[config.mk]
export PLATFORM = sky130hd
export DESIGN_NAME = pfp_protect_ctrl
export DESIGN_NICKNAME = d
export VERILOG_FILES = /design/src/common/pfp_pkg.sv /design/src/hdl/pfp_protect_ctrl.sv /design/src/hdl/pfp_range_check.sv
export SDC_FILE = /design/constraint.sdc
export NUM_CORES = 1
export LEC_CHECK = 0
export BUFFER_PORTS_ARGS = -buffer_cell sky130_fd_sc_hd__buf_2
export CAP_MARGIN = 15
export CORE_MARGIN = 2
export CORE_UTILIZATION = 42
export CTS_CLUSTER_DIAMETER = 150
export CTS_CLUSTER_SIZE = 8
export DETAILED_ROUTE_END_ITERATION = 6
export PLACE_DENSITY = 0.81
export SLEW_MARGIN = 20
export SYNTH_ARGS = -nofsm -noshare
export SYNTH_HDL_FRONTEND = slang
export SYNTH_HIERARCHICAL = 1
export SYNTH_SLANG_ARGS = --single-unit
[constraint.sdc]
create_clock -name pclk -period 6 [get_ports pclk]
set_input_delay 1.8 -clock pclk [delete_from_list [all_inputs] [get_ports pclk]]
set_output_delay 1.8 -clock pclk [all_outputs]
set_load 0.05 [all_outputs]
[src/common/pfp_pkg.sv]
// Shared constants for the program flash protection control block.
// Assumes a 32-bit APB slave, one clock domain and a same-clock nonvolatile reader.
package pfp_pkg;

    // ****************************************************************
    // Register indices (byte address is four times the index)
    // ****************************************************************
    localparam logic [5:0] IDX_STATUS   = 6'h06;
    localparam logic [5:0] IDX_PROT     = 6'h08;
    localparam logic [5:0] IDX_IRQ_STAT = 6'h10;
    localparam logic [5:0] IDX_IRQ_EN   = 6'h11;
    localparam logic [5:0] IDX_IRQ_CLR  = 6'h12;

    // ****************************************************************
    // Field positions
    // ****************************************************************
    localparam int BIT_OPEN     = 7;
    localparam int BIT_RSV      = 6;
    localparam int BIT_HDIS     = 5;
    localparam int BIT_HS_HI    = 4;
    localparam int BIT_HS_LO    = 3;
    localparam int BIT_LDIS     = 2;
    localparam int BIT_LS_HI    = 1;
    localparam int BIT_LS_LO    = 0;
    localparam int BIT_VIOL     = 4;
    localparam int IRQ_VIOL     = 0;
    localparam int IRQ_NV_FAULT = 1;

    // ****************************************************************
    // Reset values and addresses
    // ****************************************************************
    localparam logic [7:0]  PROT_FULL      = 8'h7F;
    localparam logic [22:0] NV_CFG_ADDR    = 23'h7F_FF0C;
    localparam logic [22:0] PF_TOP         = 23'h7F_FFFF;
    localparam logic [22:0] PF_BASE_DEF    = 23'h7C_0000;
    localparam logic [22:0] LOW_BASE       = 23'h7F_8000;
    localparam logic [22:0] HIGH_MIN_BYTES = 23'h00_0800;
    localparam logic [22:0] LOW_MIN_BYTES  = 23'h00_0400;

    // Scenario index held by each {open, high disable, low disable} code
    localparam logic [2:0] SCEN_OF_CODE [8] = '{3'h0, 3'h1, 3'h2, 3'h3,
                                               3'h4, 3'h5, 3'h6, 3'h7};
    // Bit n of entry f set: scenario f may move to scenario n
    localparam logic [7:0] SCEN_ALLOWED [8] = '{8'h0F, 8'h0A, 8'h0C, 8'h08,
                                               8'h18, 8'h3C, 8'h5A, 8'hFF};

    typedef enum logic {PFP_LOAD, PFP_RUN} pfp_state_t;

endpackage

[src/hdl/pfp_protect_ctrl.sv]
// Program flash protection control: protection byte, violation flag,
// interrupt status and the program/erase admission check.
// Assumes an APB master, and a nonvolatile reader and command controller on pclk.
//
// Our own choice: the APB slave port.
`timescale 1ns/1ps

// How it works
// - Reset sequence loads byte from configuration address
// - Double fault loads full protection instead
// - Protected program/erase refused, violation flag set
// - Block erase refused if anything protected
// - Bit 7 chooses protected or unprotected ranges
// - Bit 5 disables the top range
// - High size writable only while high disabled
// - Bit 2 disables the low range
// - Low size writable only while low disabled
// - High size codes give 2 to 16 KB
// - Low size codes give 1 to 8 KB
// - Three control bits decode eight protection functions
// - Disallowed scenario write ignored completely
// - Transition table limits scenario changes
// - Violation flag write-one-clear, blocks launches
module pfp_protect_ctrl
    import pfp_pkg::*;
#(
    parameter logic [22:0] PF_BASE = pfp_pkg::PF_BASE_DEF
)
(
    // Clock, reset, enable
    input  wire logic        pclk,
    input  wire logic        presetn,
    input  wire logic        ce,
    // APB slave
    input  wire logic        psel,
    input  wire logic        penable,
    input  wire logic        pwrite,
    input  wire logic [11:0] paddr,
    input  wire logic [31:0] pwdata,
    input  wire logic [3:0]  pstrb,
    output logic             pready,
    output logic [31:0]      prdata,
    output logic             pslverr,
    // Nonvolatile configuration read during the reset sequence
    output logic             nv_rd_req,
    output logic [22:0]      nv_rd_addr,
    input  wire logic        nv_rd_done,
    input  wire logic [7:0]  nv_rd_data,
    input  wire logic        nv_rd_dbl_fault,
    // Program or erase admission
    input  wire logic        pe_req,
    input  wire logic        pe_block_erase,
    input  wire logic [22:0] pe_addr,
    output logic             pe_accept,
    output logic             pe_refuse,
    // Status outputs
    output logic [7:0]       prot_out,
    output logic             launch_blocked,
    output logic             irq
);

    // ****************************************************************
    // State
    // ****************************************************************
    pfp_state_t  state;
    logic [7:0]  prot;
    logic        viol;
    logic [1:0]  irq_stat;
    logic [1:0]  irq_en;
    logic        held;

    function automatic logic [2:0] scen_of(input logic [7:0] v);
        scen_of = SCEN_OF_CODE[{v[BIT_OPEN], v[BIT_HDIS], v[BIT_LDIS]}];
    endfunction

    // ****************************************************************
    // APB decode
    // ****************************************************************
    logic [5:0] idx;
    logic       hit_status;
    logic       hit_prot;
    logic       hit_irq_stat;
    logic       hit_irq_en;
    logic       hit_irq_clr;
    logic       mapped;
    logic       access;
    logic       wr_lo;
    logic [31:0] rd_mux;

    assign idx          = paddr[7:2];
    assign hit_status   = (idx == IDX_STATUS);
    assign hit_prot     = (idx == IDX_PROT);
    assign hit_irq_stat = (idx == IDX_IRQ_STAT);
    assign hit_irq_en   = (idx == IDX_IRQ_EN);
    assign hit_irq_clr  = (idx == IDX_IRQ_CLR);
    assign mapped       = (paddr[11:8] == 4'h0) && (paddr[1:0] == 2'h0)
                          && (hit_status || hit_prot || hit_irq_stat || hit_irq_en || hit_irq_clr);
    // Read data is captured one cycle ahead, so the answer waits for that capture
    assign pready       = ce && psel && penable && held;
    assign access       = pready;
    assign pslverr      = access && !mapped;
    assign wr_lo        = access && pwrite && mapped && pstrb[0];

    assign rd_mux = hit_status   ? {27'h000_0000, viol, 4'h0} :
                    hit_prot     ? {24'h00_0000, prot} :
                    hit_irq_stat ? {30'h0000_0000, irq_stat} :
                    hit_irq_en   ? {30'h0000_0000, irq_en} :
                                   32'h0000_0000;

    // ****************************************************************
    // Protection byte write filter
    // ****************************************************************
    logic [7:0] wr_val;
    logic       wr_legal;
    logic       prot_wr;

    assign wr_val[BIT_OPEN]              = pwdata[BIT_OPEN];
    assign wr_val[BIT_RSV]               = prot[BIT_RSV];
    assign wr_val[BIT_HDIS]              = pwdata[BIT_HDIS];
    assign wr_val[BIT_HS_HI:BIT_HS_LO]   = prot[BIT_HDIS] ? pwdata[BIT_HS_HI:BIT_HS_LO]
                                                          : prot[BIT_HS_HI:BIT_HS_LO];
    assign wr_val[BIT_LDIS]              = pwdata[BIT_LDIS];
    assign wr_val[BIT_LS_HI:BIT_LS_LO]   = prot[BIT_LDIS] ? pwdata[BIT_LS_HI:BIT_LS_LO]
                                                          : prot[BIT_LS_HI:BIT_LS_LO];
    assign wr_legal = SCEN_ALLOWED[scen_of(prot)][scen_of(wr_val)];
    // Illegal scenarios leave the byte untouched, size fields included
    assign prot_wr  = wr_lo && hit_prot && (state == PFP_RUN) && wr_legal;

    // ****************************************************************
    // Program and erase admission
    // ****************************************************************
    logic addr_prot;
    logic any_prot;
    logic prot_hit;
    logic viol_set;
    logic viol_clr;
    logic load_now;
    logic nv_fault_ev;

    pfp_range_check #(
        .PF_BASE        (PF_BASE)
    ) u_range (
        .prot           (prot),
        .addr           (pe_addr),
        .addr_protected (addr_prot),
        .any_protected  (any_prot)
    );

    // Checks run on the byte as it stands in this cycle
    assign prot_hit  = addr_prot || (pe_block_erase && any_prot);
    assign pe_refuse = ce && pe_req && ((state != PFP_RUN) || viol || prot_hit);
    assign pe_accept = ce && pe_req && !pe_refuse;
    assign viol_set  = ce && pe_req && (state == PFP_RUN) && prot_hit;
    assign viol_clr  = wr_lo && hit_status && pwdata[BIT_VIOL];
    assign load_now  = ce && (state == PFP_LOAD) && nv_rd_done;
    assign nv_fault_ev = load_now && nv_rd_dbl_fault;

    // ****************************************************************
    // Next values
    // ****************************************************************
    logic [7:0] next_prot;
    logic       next_viol;
    logic [1:0] next_irq_stat;
    logic [1:0] irq_ev;
    logic [1:0] irq_clr;

    // Fault forces open clear and all other bits set
    assign next_prot = load_now ? (nv_rd_dbl_fault ? PROT_FULL : nv_rd_data) :
                       prot_wr  ? wr_val : prot;
    // Setting wins over a clear in the same cycle
    assign next_viol = viol_set || (viol && !viol_clr);
    assign irq_ev[IRQ_VIOL]     = viol_set;
    assign irq_ev[IRQ_NV_FAULT] = nv_fault_ev;
    assign irq_clr       = (wr_lo && hit_irq_clr) ? pwdata[1:0] : 2'h0;
    assign next_irq_stat = irq_ev | (irq_stat & ~irq_clr);

    // ****************************************************************
    // Registers
    // ****************************************************************
    always_ff @(posedge pclk or negedge presetn)
    begin
        if (!presetn)
        begin
            state <= PFP_LOAD;
            prot  <= PROT_FULL;
            viol  <= 1'b0;
        end
        else if (ce)
        begin
            unique case (state)
                PFP_LOAD:
                begin
                    if (nv_rd_done)
                    begin
                        state <= PFP_RUN;
                    end
                end
                PFP_RUN:
                begin
                    state <= PFP_RUN;
                end
            endcase
            prot <= next_prot;
            viol <= next_viol;
        end
    end

    always_ff @(posedge pclk or negedge presetn)
    begin
        if (!presetn)
        begin
            irq_stat <= 2'h0;
            irq_en   <= 2'h0;
            held     <= 1'b0;
            prdata   <= 32'h0000_0000;
        end
        else if (ce)
        begin
            irq_stat <= next_irq_stat;
            if (wr_lo && hit_irq_en)
            begin
                irq_en <= pwdata[1:0];
            end
            held <= psel && !access;
            if (psel && !held)
            begin
                prdata <= rd_mux;
            end
        end
    end

    always_ff @(posedge pclk or negedge presetn)
    begin
        if (!presetn)
        begin
            nv_rd_req  <= 1'b0;
            nv_rd_addr <= NV_CFG_ADDR;
        end
        else if (ce)
        begin
            nv_rd_req  <= (state == PFP_LOAD) && !nv_rd_done;
            nv_rd_addr <= NV_CFG_ADDR;
        end
    end

    assign prot_out       = prot;
    assign launch_blocked = viol;
    assign irq            = |(irq_stat & irq_en);
endmodule

[src/hdl/pfp_range_check.sv]
// Address check against the program flash protection byte.
// Purely combinational; the caller supplies the register as it stands this cycle.
`timescale 1ns/1ps
module pfp_range_check
    import pfp_pkg::*;
#(
    parameter logic [22:0] PF_BASE = PF_BASE_DEF
)
(
    // Protection byte and address under test
    input  wire logic [7:0]  prot,
    input  wire logic [22:0] addr,
    // Results
    output logic             addr_protected,
    output logic             any_protected
);

    logic [22:0] high_start;
    logic [22:0] low_end;
    logic        in_pflash;
    logic        high_hit;
    logic        low_hit;
    logic        range_hit;

    // ****************************************************************
    // Range bounds
    // ****************************************************************
    assign high_start = PF_TOP - ((HIGH_MIN_BYTES << prot[BIT_HS_HI:BIT_HS_LO]) - 23'h00_0001);
    assign low_end    = LOW_BASE + ((LOW_MIN_BYTES << prot[BIT_LS_HI:BIT_LS_LO]) - 23'h00_0001);
    assign in_pflash  = (addr >= PF_BASE);
    assign high_hit   = !prot[BIT_HDIS] && (addr >= high_start);
    assign low_hit    = !prot[BIT_LDIS] && (addr >= LOW_BASE) && (addr <= low_end);
    assign range_hit  = high_hit || low_hit;

    // Open set: ranges are protected; open clear: ranges are the only holes
    assign addr_protected = in_pflash && (prot[BIT_OPEN] ? range_hit : !range_hit);
    // Only the fully open code leaves every sector of the block writable
    assign any_protected  = !(prot[BIT_OPEN] && prot[BIT_HDIS] && prot[BIT_LDIS]);

endmodule

==> results_tabular.tex, run 1 <==
\begin{tabular}{lr}
\hline
Metric & Value \\
\hline
\multicolumn{2}{l}{\textbf{Synthesis}} \\
Cell count after synthesis & 274 \\
Multiplexer share of the synthesized area & 3.32\% \\
List of most frequent post-synthesis cells & 47 x buf\_4, 24 x nand2\_1, 22 x nor2\_1, 17 x dfrtp\_1 \\
Cell taking the most area after synthesis & dfrtp\_1 \\
Mean instance size in the synthesized netlist & 8.40 sq um \\
Synthesized-area fraction occupied by and/or/nand/nor cells & 26.7\% \\
Synthesis-stage register bit count & 24 \\
Biggest area contributors in the synthesized netlist & dfrtp\_1 18\%, buf\_4 15\%, dfstp\_2 8.0\% \\
Proportion of synthesized chip area in sequential cells & 26.5\% \\
Adder-cell share of the synthesized area & 7.07\% \\
Dominant register cell in the synthesized netlist & dfrtp\_1 \\
Most used standard cell by instance count after synthesis & buf\_4 \\
Area share of the largest cell type after synthesis & 18.5\% \\
Synthesized-area fraction occupied by xor and xnor cells & 0\% \\
Synthesized-area fraction occupied by ao, oa, aoi and oai cells & 16.8\% \\
Number of synthesized flops with an enable pin & 0 \\
Combinational family with the most area after synthesis & simple AND/OR/NAND/NOR gates \\
Synth async-reset ratio & 100\% \\
Count of cell types in the netlist & 55 \\
Post-synthesis instance area & 0.00230 sq mm \\
Count of warnings emitted by yosys & 6 \\
\multicolumn{2}{l}{\textbf{Layout}} \\
Fin util & 50.8\% \\
Antenna diode count & 0 \\
Total Nets Final & 455 \\
Multi-input combinational cell area & 0.00144 sq mm \\
Storage cell area & 609 sq um \\
Layout filler cell count & 529 \\
Area added between synthesis and finish & 14.9\% \\
Layout cell share with drive strength beyond 1 & 30.4\% \\
Final cell count without fillers & 422 \\
\multicolumn{2}{l}{\textbf{Floorplan}} \\
IO Count & 159 \\
Starting utilization of the core area & 44.2\% \\
Overall die area & 0.00609 sq mm \\
FP Rows & 26 \\
Vertical extent of the die & 78.0 um \\
Floorplan die width & 78.0 um \\
Area inside the core boundary & 0.00520 sq mm \\
\multicolumn{2}{l}{\textbf{Setup path}} \\
Worst-path maximum fanout & 5 \\
Cell type of the slowest stage on the worst timing path & a2111oi\_4 \\
Cell seen most often among critical-path stages & buf\_2 \\
Critical path class & primary input to primary output \\
Buffers \& Inverters on Critical Path & 2 \\
Endpoint of the lowest-slack register-to-register path & irq\_stat[0] \\
Arrival time reported for the critical path endpoint & 4.01 ns \\
Worst reg2reg startpoint & prot\_out[4] \\
Reg-to-reg slack, setup & 3.25 ns \\
Element type at the critical path start & primary input \\
Type of element capturing the critical path & primary output \\
Delay-heaviest family, CP & compound AO/OA/AOI/OAI gates \\
Number of cell instances on the worst register-to-register path & 10 \\
Cells along the critical path & buf\_2 > ha\_1 > and3b\_1 > a221o\_1 > a2111oi\_4 > o221ai\_2 > mux2i\_1 > a21oi\_2 > nand3b\_1 > nor2\_1 > buf\_2 \\
Data required time of the critical path & 4.20 ns \\
Largest stage delay on the critical path & 0.37 ns \\
\multicolumn{2}{l}{\textbf{Pwr}} \\
Power per cell area & 205 mW/mm\^{}2 \\
Peak supply drop & 0.000113 V \\
Reported leakage power & 0.00138 uW \\
\multicolumn{2}{l}{\textbf{Routing}} \\
Number of vias in the routed layout & 2167 \\
Detailed-route vias per instance & 5.14 \\
Iteration-0 DRC Markers & 134 \\
Avg WL per Cell & 13.0 um \\
\# DRC & 0 \\
Routed wire length & 5510 um \\
Detailed-router iteration count before antenna repair & 4 \\
Final ANT Viol Nets & 0 \\
\multicolumn{2}{l}{\textbf{Hold path}} \\
Worst min-delay path endpoint & prdata[6] \\
Min-delay src & prdata[6] \\
Cell depth of the worst min-delay path & 2 \\
Kind of path behind the tightest hold check & register to register \\
\multicolumn{2}{l}{\textbf{STA}} \\
Tcrit/Tclk final & 96.9\% \\
Fin Setup TNS & 0 ns \\
Fin. Hold Viols & 0 \\
Transition time of the tightest slew-check pin & 1.00 ns \\
Time the final worst path needs with I/O delays and setup & 5.81 ns \\
Largest clock skew in the final design & 0.00158 ns \\
Normalized max-slew margin & 33.1\% \\
Upper clock frequency limit & 0.172 GHz \\
Setup-failing EPs final & 0 \\
Final count of pins violating max slew & 0 \\
Unrepaired setup endpoints after global routing & no \\
\multicolumn{2}{l}{\textbf{CTS}} \\
CTS hold repair buffers & 0 \\
Clock tree from TritonCTS & done \\
Clock transition at the register clock pins on the worst setup and hold paths after CTS & 0.08 ns \\
Clock latency reported for the late side of the worst-skew pair & 0.26 ns \\
CTS buffer count & 3 \\
Post-CTS setup buffers & 0 \\
Root Buffer Master & clkbuf\_8 \\
Buffers from clock root to sink, at most & 2 \\
Number of clock sinks & 24 \\
H-tree depth & 1 \\
\multicolumn{2}{l}{\textbf{Global route}} \\
Maximum number of pins on one net before global-route repair & 25 \\
GRT Resource Usage Total & 17.3\% \\
Wire length of the first global-routing pass & 8670 um \\
Via count of the first global-routing pass & 1893 \\
Overflow left after global routing & 0 \\
Number of antenna violations at the first check in global routing & 0 \\
\multicolumn{2}{l}{\textbf{Job}} \\
MaxCap Viol Count & 0 \\
\multicolumn{2}{l}{\textbf{Run status}} \\
Result of the run & finished, final reports clean \\
\multicolumn{2}{l}{\textbf{Place}} \\
Final GP Congestion & 0.797 \\
Detail Placement HPWL & 4420 um \\
Number of placed cells counting well taps & 418 \\
Count of buffers from port buffering & 83 \\
\hline
\end{tabular}
==> worst max path at each step <==
stage                 from   endpoint  slack, ns  cells after the start
6_report       pe_addr[18]  pe_accept       0.19                     11
2_1_floorplan  pe_addr[18]  pe_accept       0.16                      9
3_5_place_dp   pe_addr[18]  pe_accept       0.10                     11
4_1_cts        pe_addr[18]  pe_accept        0.1                     11
5_1_grt        pe_addr[18]  pe_accept       0.05                     11
3_3_place_gp   pe_addr[18]  pe_accept       0.13                     11
==> where the power goes <==
group          leakage [uW]  internal, uW  switching [uW]
registers          0.000285           180            21.3
logic               0.00106          61.3             170
clock network     0.0000288          58.5            50.6
total               0.00138           300             242
==> layer usage <==
| metal | vias up | GRT usage, % | part of all wire (%) |
|---|---|---|---|
| li1 | 1058 | - | - |
| met1 | 1004 | 24.1 | 45 |
| met2 | 103 | 29.5 | 48 |
| met3 | 2 | 2.07 | 7.0 |
| met4 | 0 | 2.63 | 0.18 |
| met5 | - | 0 | 0 |
==> cells by family after synthesis <==
group / Yosys count
simple gates: 113
other cells: 3
mux: 7
fa+ha+maj: 13
buf+inv: 68
compound gates: 46
flops: 24
==> cell type report <==
cell class              instances  share of cell area, %
clock buffers                   4                   2.08
inverters                      11                   1.56
multi-input cells             230                   54.3
flip-flops and latches         24                   23.0
well taps                      70                   3.31
repair buffers                 83                   15.7
==> placed cells by master (no fill, tap or decap), types with 8 or more instances in the layout <==
master / count
buf_2: 83
conb_1: 51
nand2_1: 24
nor2_1: 22
dfrtp_1: 17
nand3_1: 13
ha_1: 13
inv_1: 11
nand4_1: 10
nand2b_1: 8
a31oi_1: 8
==> metrics by stage <==
step                      setup WS, ns  power, uW  cell area, sq um  hold WS, ns
after floorplan                  0.164        398              2480        0.469
after global placement           0.128        429              2590        0.449
after detailed placement         0.102        435              2590        0.452
after CTS                       0.0983        544              2640        0.472
after global routing            0.0488        571              2650        0.503
final                            0.187        542              2650        0.469
==> state kept, by name, summed over array words and instances, names as in the netlist <==
signal          flops
prdata              8
launch_blocked      1
state               1
irq_en              2
irq_stat            2
nv_rd_req           1
held                1
prot_out            8
==> worst register-to-register path, cell delays in order (launching register included) <==
cell and delay [ns]:
dfstp_2 0.42, or2_2 0.32, ha_1 0.25, and4b_1 0.20, a221o_1 0.36, a2111oi_4 0.37, o221ai_2 0.13, mux2i_1 0.19
a21oi_2 0.08, nor3b_1 0.28, a21o_1 0.12
==> what timing repair did <==
action                     CTS  global route
gates resized for setup      0             1
hold endpoints to repair     0             0
setup endpoints to repair    0             2
Note: power is estimated with default switching activity, not from simulation.
==> inputs of run 2 (changes only) <==
--- a/config.mk
+++ b/config.mk
@@ -5,6 +5,7 @@
 export SDC_FILE = /design/constraint.sdc
 export NUM_CORES = 1
 export LEC_CHECK = 0
+export ABC_AREA = 1
 export BUFFER_PORTS_ARGS = -buffer_cell sky130_fd_sc_hd__buf_2
 export CAP_MARGIN = 15
 export CORE_MARGIN = 2
==> run 2 against run 1 <==
Against the previous run: sequential share of layout area is 0.41 points lower; worst hold slack better by 0.017 ns; sequential power is 13% lower; count of clock-buffer cells in the layout stayed put; largest power group is now registers; combinational power is 29% lower; clock power is 9.5% lower; synthesized cell count is 26% higher; sequential cell count stayed put; non-clock buffer count stayed put; via count is 6.5% higher; fmax is 6.8% higher; cell area is 1.8% higher.
==> results_tabular.tex, run 2 <==
\begin{tabular}{lr}
\hline
Metric & Value \\
\hline
\multicolumn{2}{l}{\textbf{STA}} \\
Fin Setup TNS & 0 ns (unchanged) \\
Largest clock skew in the final design & 0.00949 ns (+0.00790 ns) \\
Tcrit/Tclk final & 90.7\% (-6.2 points) \\
Fin. Hold Viols & 0 (unchanged) \\
Upper clock frequency limit & 0.184 GHz (+6.8\%) \\
Time the final worst path needs with I/O delays and setup & 5.44 ns (-0.370 ns) \\
Unrepaired setup endpoints after global routing & no \\
Final count of pins violating max slew & 0 (unchanged) \\
Transition time of the tightest slew-check pin & 0.531 ns (-0.472 ns) \\
Setup-failing EPs final & 0 (unchanged) \\
Normalized max-slew margin & 64.6\% (+31 points) \\
\multicolumn{2}{l}{\textbf{Setup path}} \\
Data required time of the critical path & 4.20 ns (about the same) \\
Number of cell instances on the worst register-to-register path & 20 (+10) \\
Worst-path maximum fanout & 3 (-2) \\
Critical path class & primary input to primary output \\
Arrival time reported for the critical path endpoint & 3.64 ns (-0.37 ns) \\
Type of element capturing the critical path & primary output \\
Element type at the critical path start & primary input \\
\multicolumn{2}{l}{\textbf{Synthesis}} \\
Synth async-reset ratio & 100\% (unchanged) \\
Dominant register cell in the synthesized netlist & dfrtp\_1 \\
List of most frequent post-synthesis cells & 87 x nand2\_1, 48 x buf\_4, 42 x nor2\_1, 36 x inv\_1, 23 x nand3\_1 \\
Biggest area contributors in the synthesized netlist & dfrtp\_1 18\%, buf\_4 16\%, nand2\_1 14\% \\
Count of cell types in the netlist & 35 (-36\%) \\
Count of warnings emitted by yosys & 6 (unchanged) \\
Cell count after synthesis & 346 (+26\%) \\
Cell taking the most area after synthesis & dfrtp\_1 \\
Mean instance size in the synthesized netlist & 6.72 sq um (-20\%) \\
Post-synthesis instance area & 0.00232 sq mm (+0.98\%) \\
Proportion of synthesized chip area in sequential cells & 26.2\% (-0.26 points) \\
Most used standard cell by instance count after synthesis & nand2\_1 \\
Synthesis-stage register bit count & 24 (unchanged) \\
Area share of the largest cell type after synthesis & 18.3\% (-0.18 points) \\
Number of synthesized flops with an enable pin & 0 (unchanged) \\
\multicolumn{2}{l}{\textbf{CTS}} \\
H-tree depth & 1 (unchanged) \\
Clock transition at the register clock pins on the worst setup and hold paths after CTS & 0.09 ns (about the same) \\
Clock tree from TritonCTS & done \\
CTS hold repair buffers & 0 (unchanged) \\
Clock latency reported for the late side of the worst-skew pair & 0.27 ns (about the same) \\
Post-CTS setup buffers & 0 (unchanged) \\
Buffers from clock root to sink, at most & 2 (unchanged) \\
Post\_cts resized & 0 (unchanged) \\
CTS buffer count & 3 (unchanged) \\
Number of clock sinks & 24 (unchanged) \\
Root Buffer Master & clkbuf\_8 \\
\multicolumn{2}{l}{\textbf{Place}} \\
Number of placed cells counting well taps & 499 (+19\%) \\
Count of buffers from port buffering & 83 (unchanged) \\
Final GP Congestion & 0.777 (-2.6\%) \\
Placed inst area & 0.00265 sq mm (+2.4\%) \\
Detail Placement HPWL & 4470 um (+1.1\%) \\
\multicolumn{2}{l}{\textbf{Layout}} \\
Layout filler cell count & 568 (+7.4\%) \\
Antenna diode count & 0 (unchanged) \\
Most frequent cells in the layout & 87 x nand2\_1, 83 x buf\_2, 51 x conb\_1, 42 x nor2\_1, 36 x inv\_1 \\
Area added between synthesis and finish & 15.8\% \\
Final instance area & 0.00269 sq mm (+1.8\%) \\
Layout cell share with drive strength beyond 1 & 26.5\% (-3.9 points) \\
Total Nets Final & 534 (+17\%) \\
Most common library cell in the layout ignoring fill and taps & nand2\_1 \\
Final cell count without fillers & 503 (+19\%) \\
\multicolumn{2}{l}{\textbf{Global route}} \\
GRT Resource Usage Total & 17.6\% (+0.28 points) \\
Overflow left after global routing & 0 (unchanged) \\
Maximum number of pins on one net before global-route repair & 25 (unchanged) \\
Number of antenna violations at the first check in global routing & 0 (unchanged) \\
Via count of the first global-routing pass & 2120 (+12\%) \\
Wire length of the first global-routing pass & 8980 um (+3.6\%) \\
\multicolumn{2}{l}{\textbf{Floorplan}} \\
Floorplan die width & 78.4 um (+0.47\%) \\
Starting utilization of the core area & 42.7\% (-1.5 points) \\
Overall die area & 0.00615 sq mm (+0.94\%) \\
FP Rows & 27 (+3.8\%) \\
Area inside the core boundary & 0.00544 sq mm (+4.5\%) \\
Vertical extent of the die & 78.4 um (+0.47\%) \\
IO Count & 159 (unchanged) \\
\multicolumn{2}{l}{\textbf{Pwr}} \\
Power per cell area & 163 mW/mm\^{}2 (-21\%) \\
Peak supply drop & 0.000118 V (+3.6\%) \\
Reported leakage power & 0.00151 uW (+9.8\%) \\
\multicolumn{2}{l}{\textbf{Routing}} \\
Detailed-router iteration count before antenna repair & 5 (+1) \\
Routed wire length & 5330 um (-3.3\%) \\
\# DRC & 0 (unchanged) \\
Avg WL per Cell & 10.6 um (-19\%) \\
Iteration-0 DRC Markers & 75 (-44\%) \\
Number of vias in the routed layout & 2308 (+6.5\%) \\
Detailed-route vias per instance & 4.59 (-11\%) \\
Final ANT Viol Nets & 0 (unchanged) \\
\multicolumn{2}{l}{\textbf{Job}} \\
MaxCap Viol Count & 0 (unchanged) \\
\multicolumn{2}{l}{\textbf{Hold path}} \\
Kind of path behind the tightest hold check & register to register \\
Cell depth of the worst min-delay path & 2 (unchanged) \\
\multicolumn{2}{l}{\textbf{Run status}} \\
Result of the run & finished, final reports clean \\
\hline
\end{tabular}
run 2: worst max-delay path: stages:
cell,delay (ns)
buf_2,0.11
ha_1,0.29
inv_1,0.04
nor2_1,0.07
nand2_1,0.05
nor2_1,0.08
nand2_1,0.05
nor2_1,0.11
nor2_1,0.05
nand3_1,0.06
nand2_1,0.06
nand2_1,0.06
nand2_1,0.05
nand2_1,0.07
nor2_2,0.04
a21o_1,0.20
nor4_2,0.15
buf_2,0.30
run 2: worst paths after layout:
check,startpoint,end,slack [ns]
hold / removal,prdata[3],prdata[3],0.49
setup / recovery,pe_addr[13],pe_accept,0.56
hold reg to reg,prdata[3],prdata[3],0.49
min in group asynchronous,presetn,nv_rd_req,1.49
max in group asynchronous,presetn,prot_out[3],4.13
setup reg to reg,prot_out[4],launch_blocked,3.42
run 2: per-layer routing:
metal / global-route usage [%] / up-vias / share of wire [%]
met2: 32.5 / 84 / 48
met1: 22.5 / 1041 / 45
met5: 0 / - / 0
li1: - / 1178 / -
met3: 1.72 / 5 / 5.9
met4: 2.63 / 0 / 0.66
run 2: cell families after synthesis:
| family | after synthesis | share of synthesized area, % |
|---|---|---|
| simple gates | 178 | 33.7 |
| buf+inv | 88 | 22.0 |
| compound gates | 40 | 10.6 |
| flops | 24 | 26.2 |
| fa+ha+maj | 13 | 7.00 |
| other cells | 3 | 0.484 |
run 2: final cells by class:
type                            instances  area (sq um)  area share, %
Inverter                               38           143           5.30
Clock buffer                            4          45.0           1.67
Multi-Input combinational cell        282          1390           51.6
Timing Repair Buffer                   83           415           15.4
Sequential cell                        24           609           22.6
Tap cell                               72          90.1           3.35
run 2: stage by stage:
stage                     total power (uW)  util (%)  hold WS, ns  setup WS [ns]
after CTS                              439      49.5        0.490          0.541
final                                  438      49.5        0.486          0.557
after detailed placement               342      48.7        0.468          0.548
after global routing                   464      49.5        0.511          0.290
after global placement                 339      48.7        0.460          0.573
after floorplan                        324         -        0.463          0.404
run 2: where the power goes:
group / internal, uW / switching (uW) / total [uW]
clock network: 47.5 / 51.1 / 98.6
logic: 37.5 / 128 / 165
registers: 168 / 6.37 / 175
total: 253 / 185 / 438
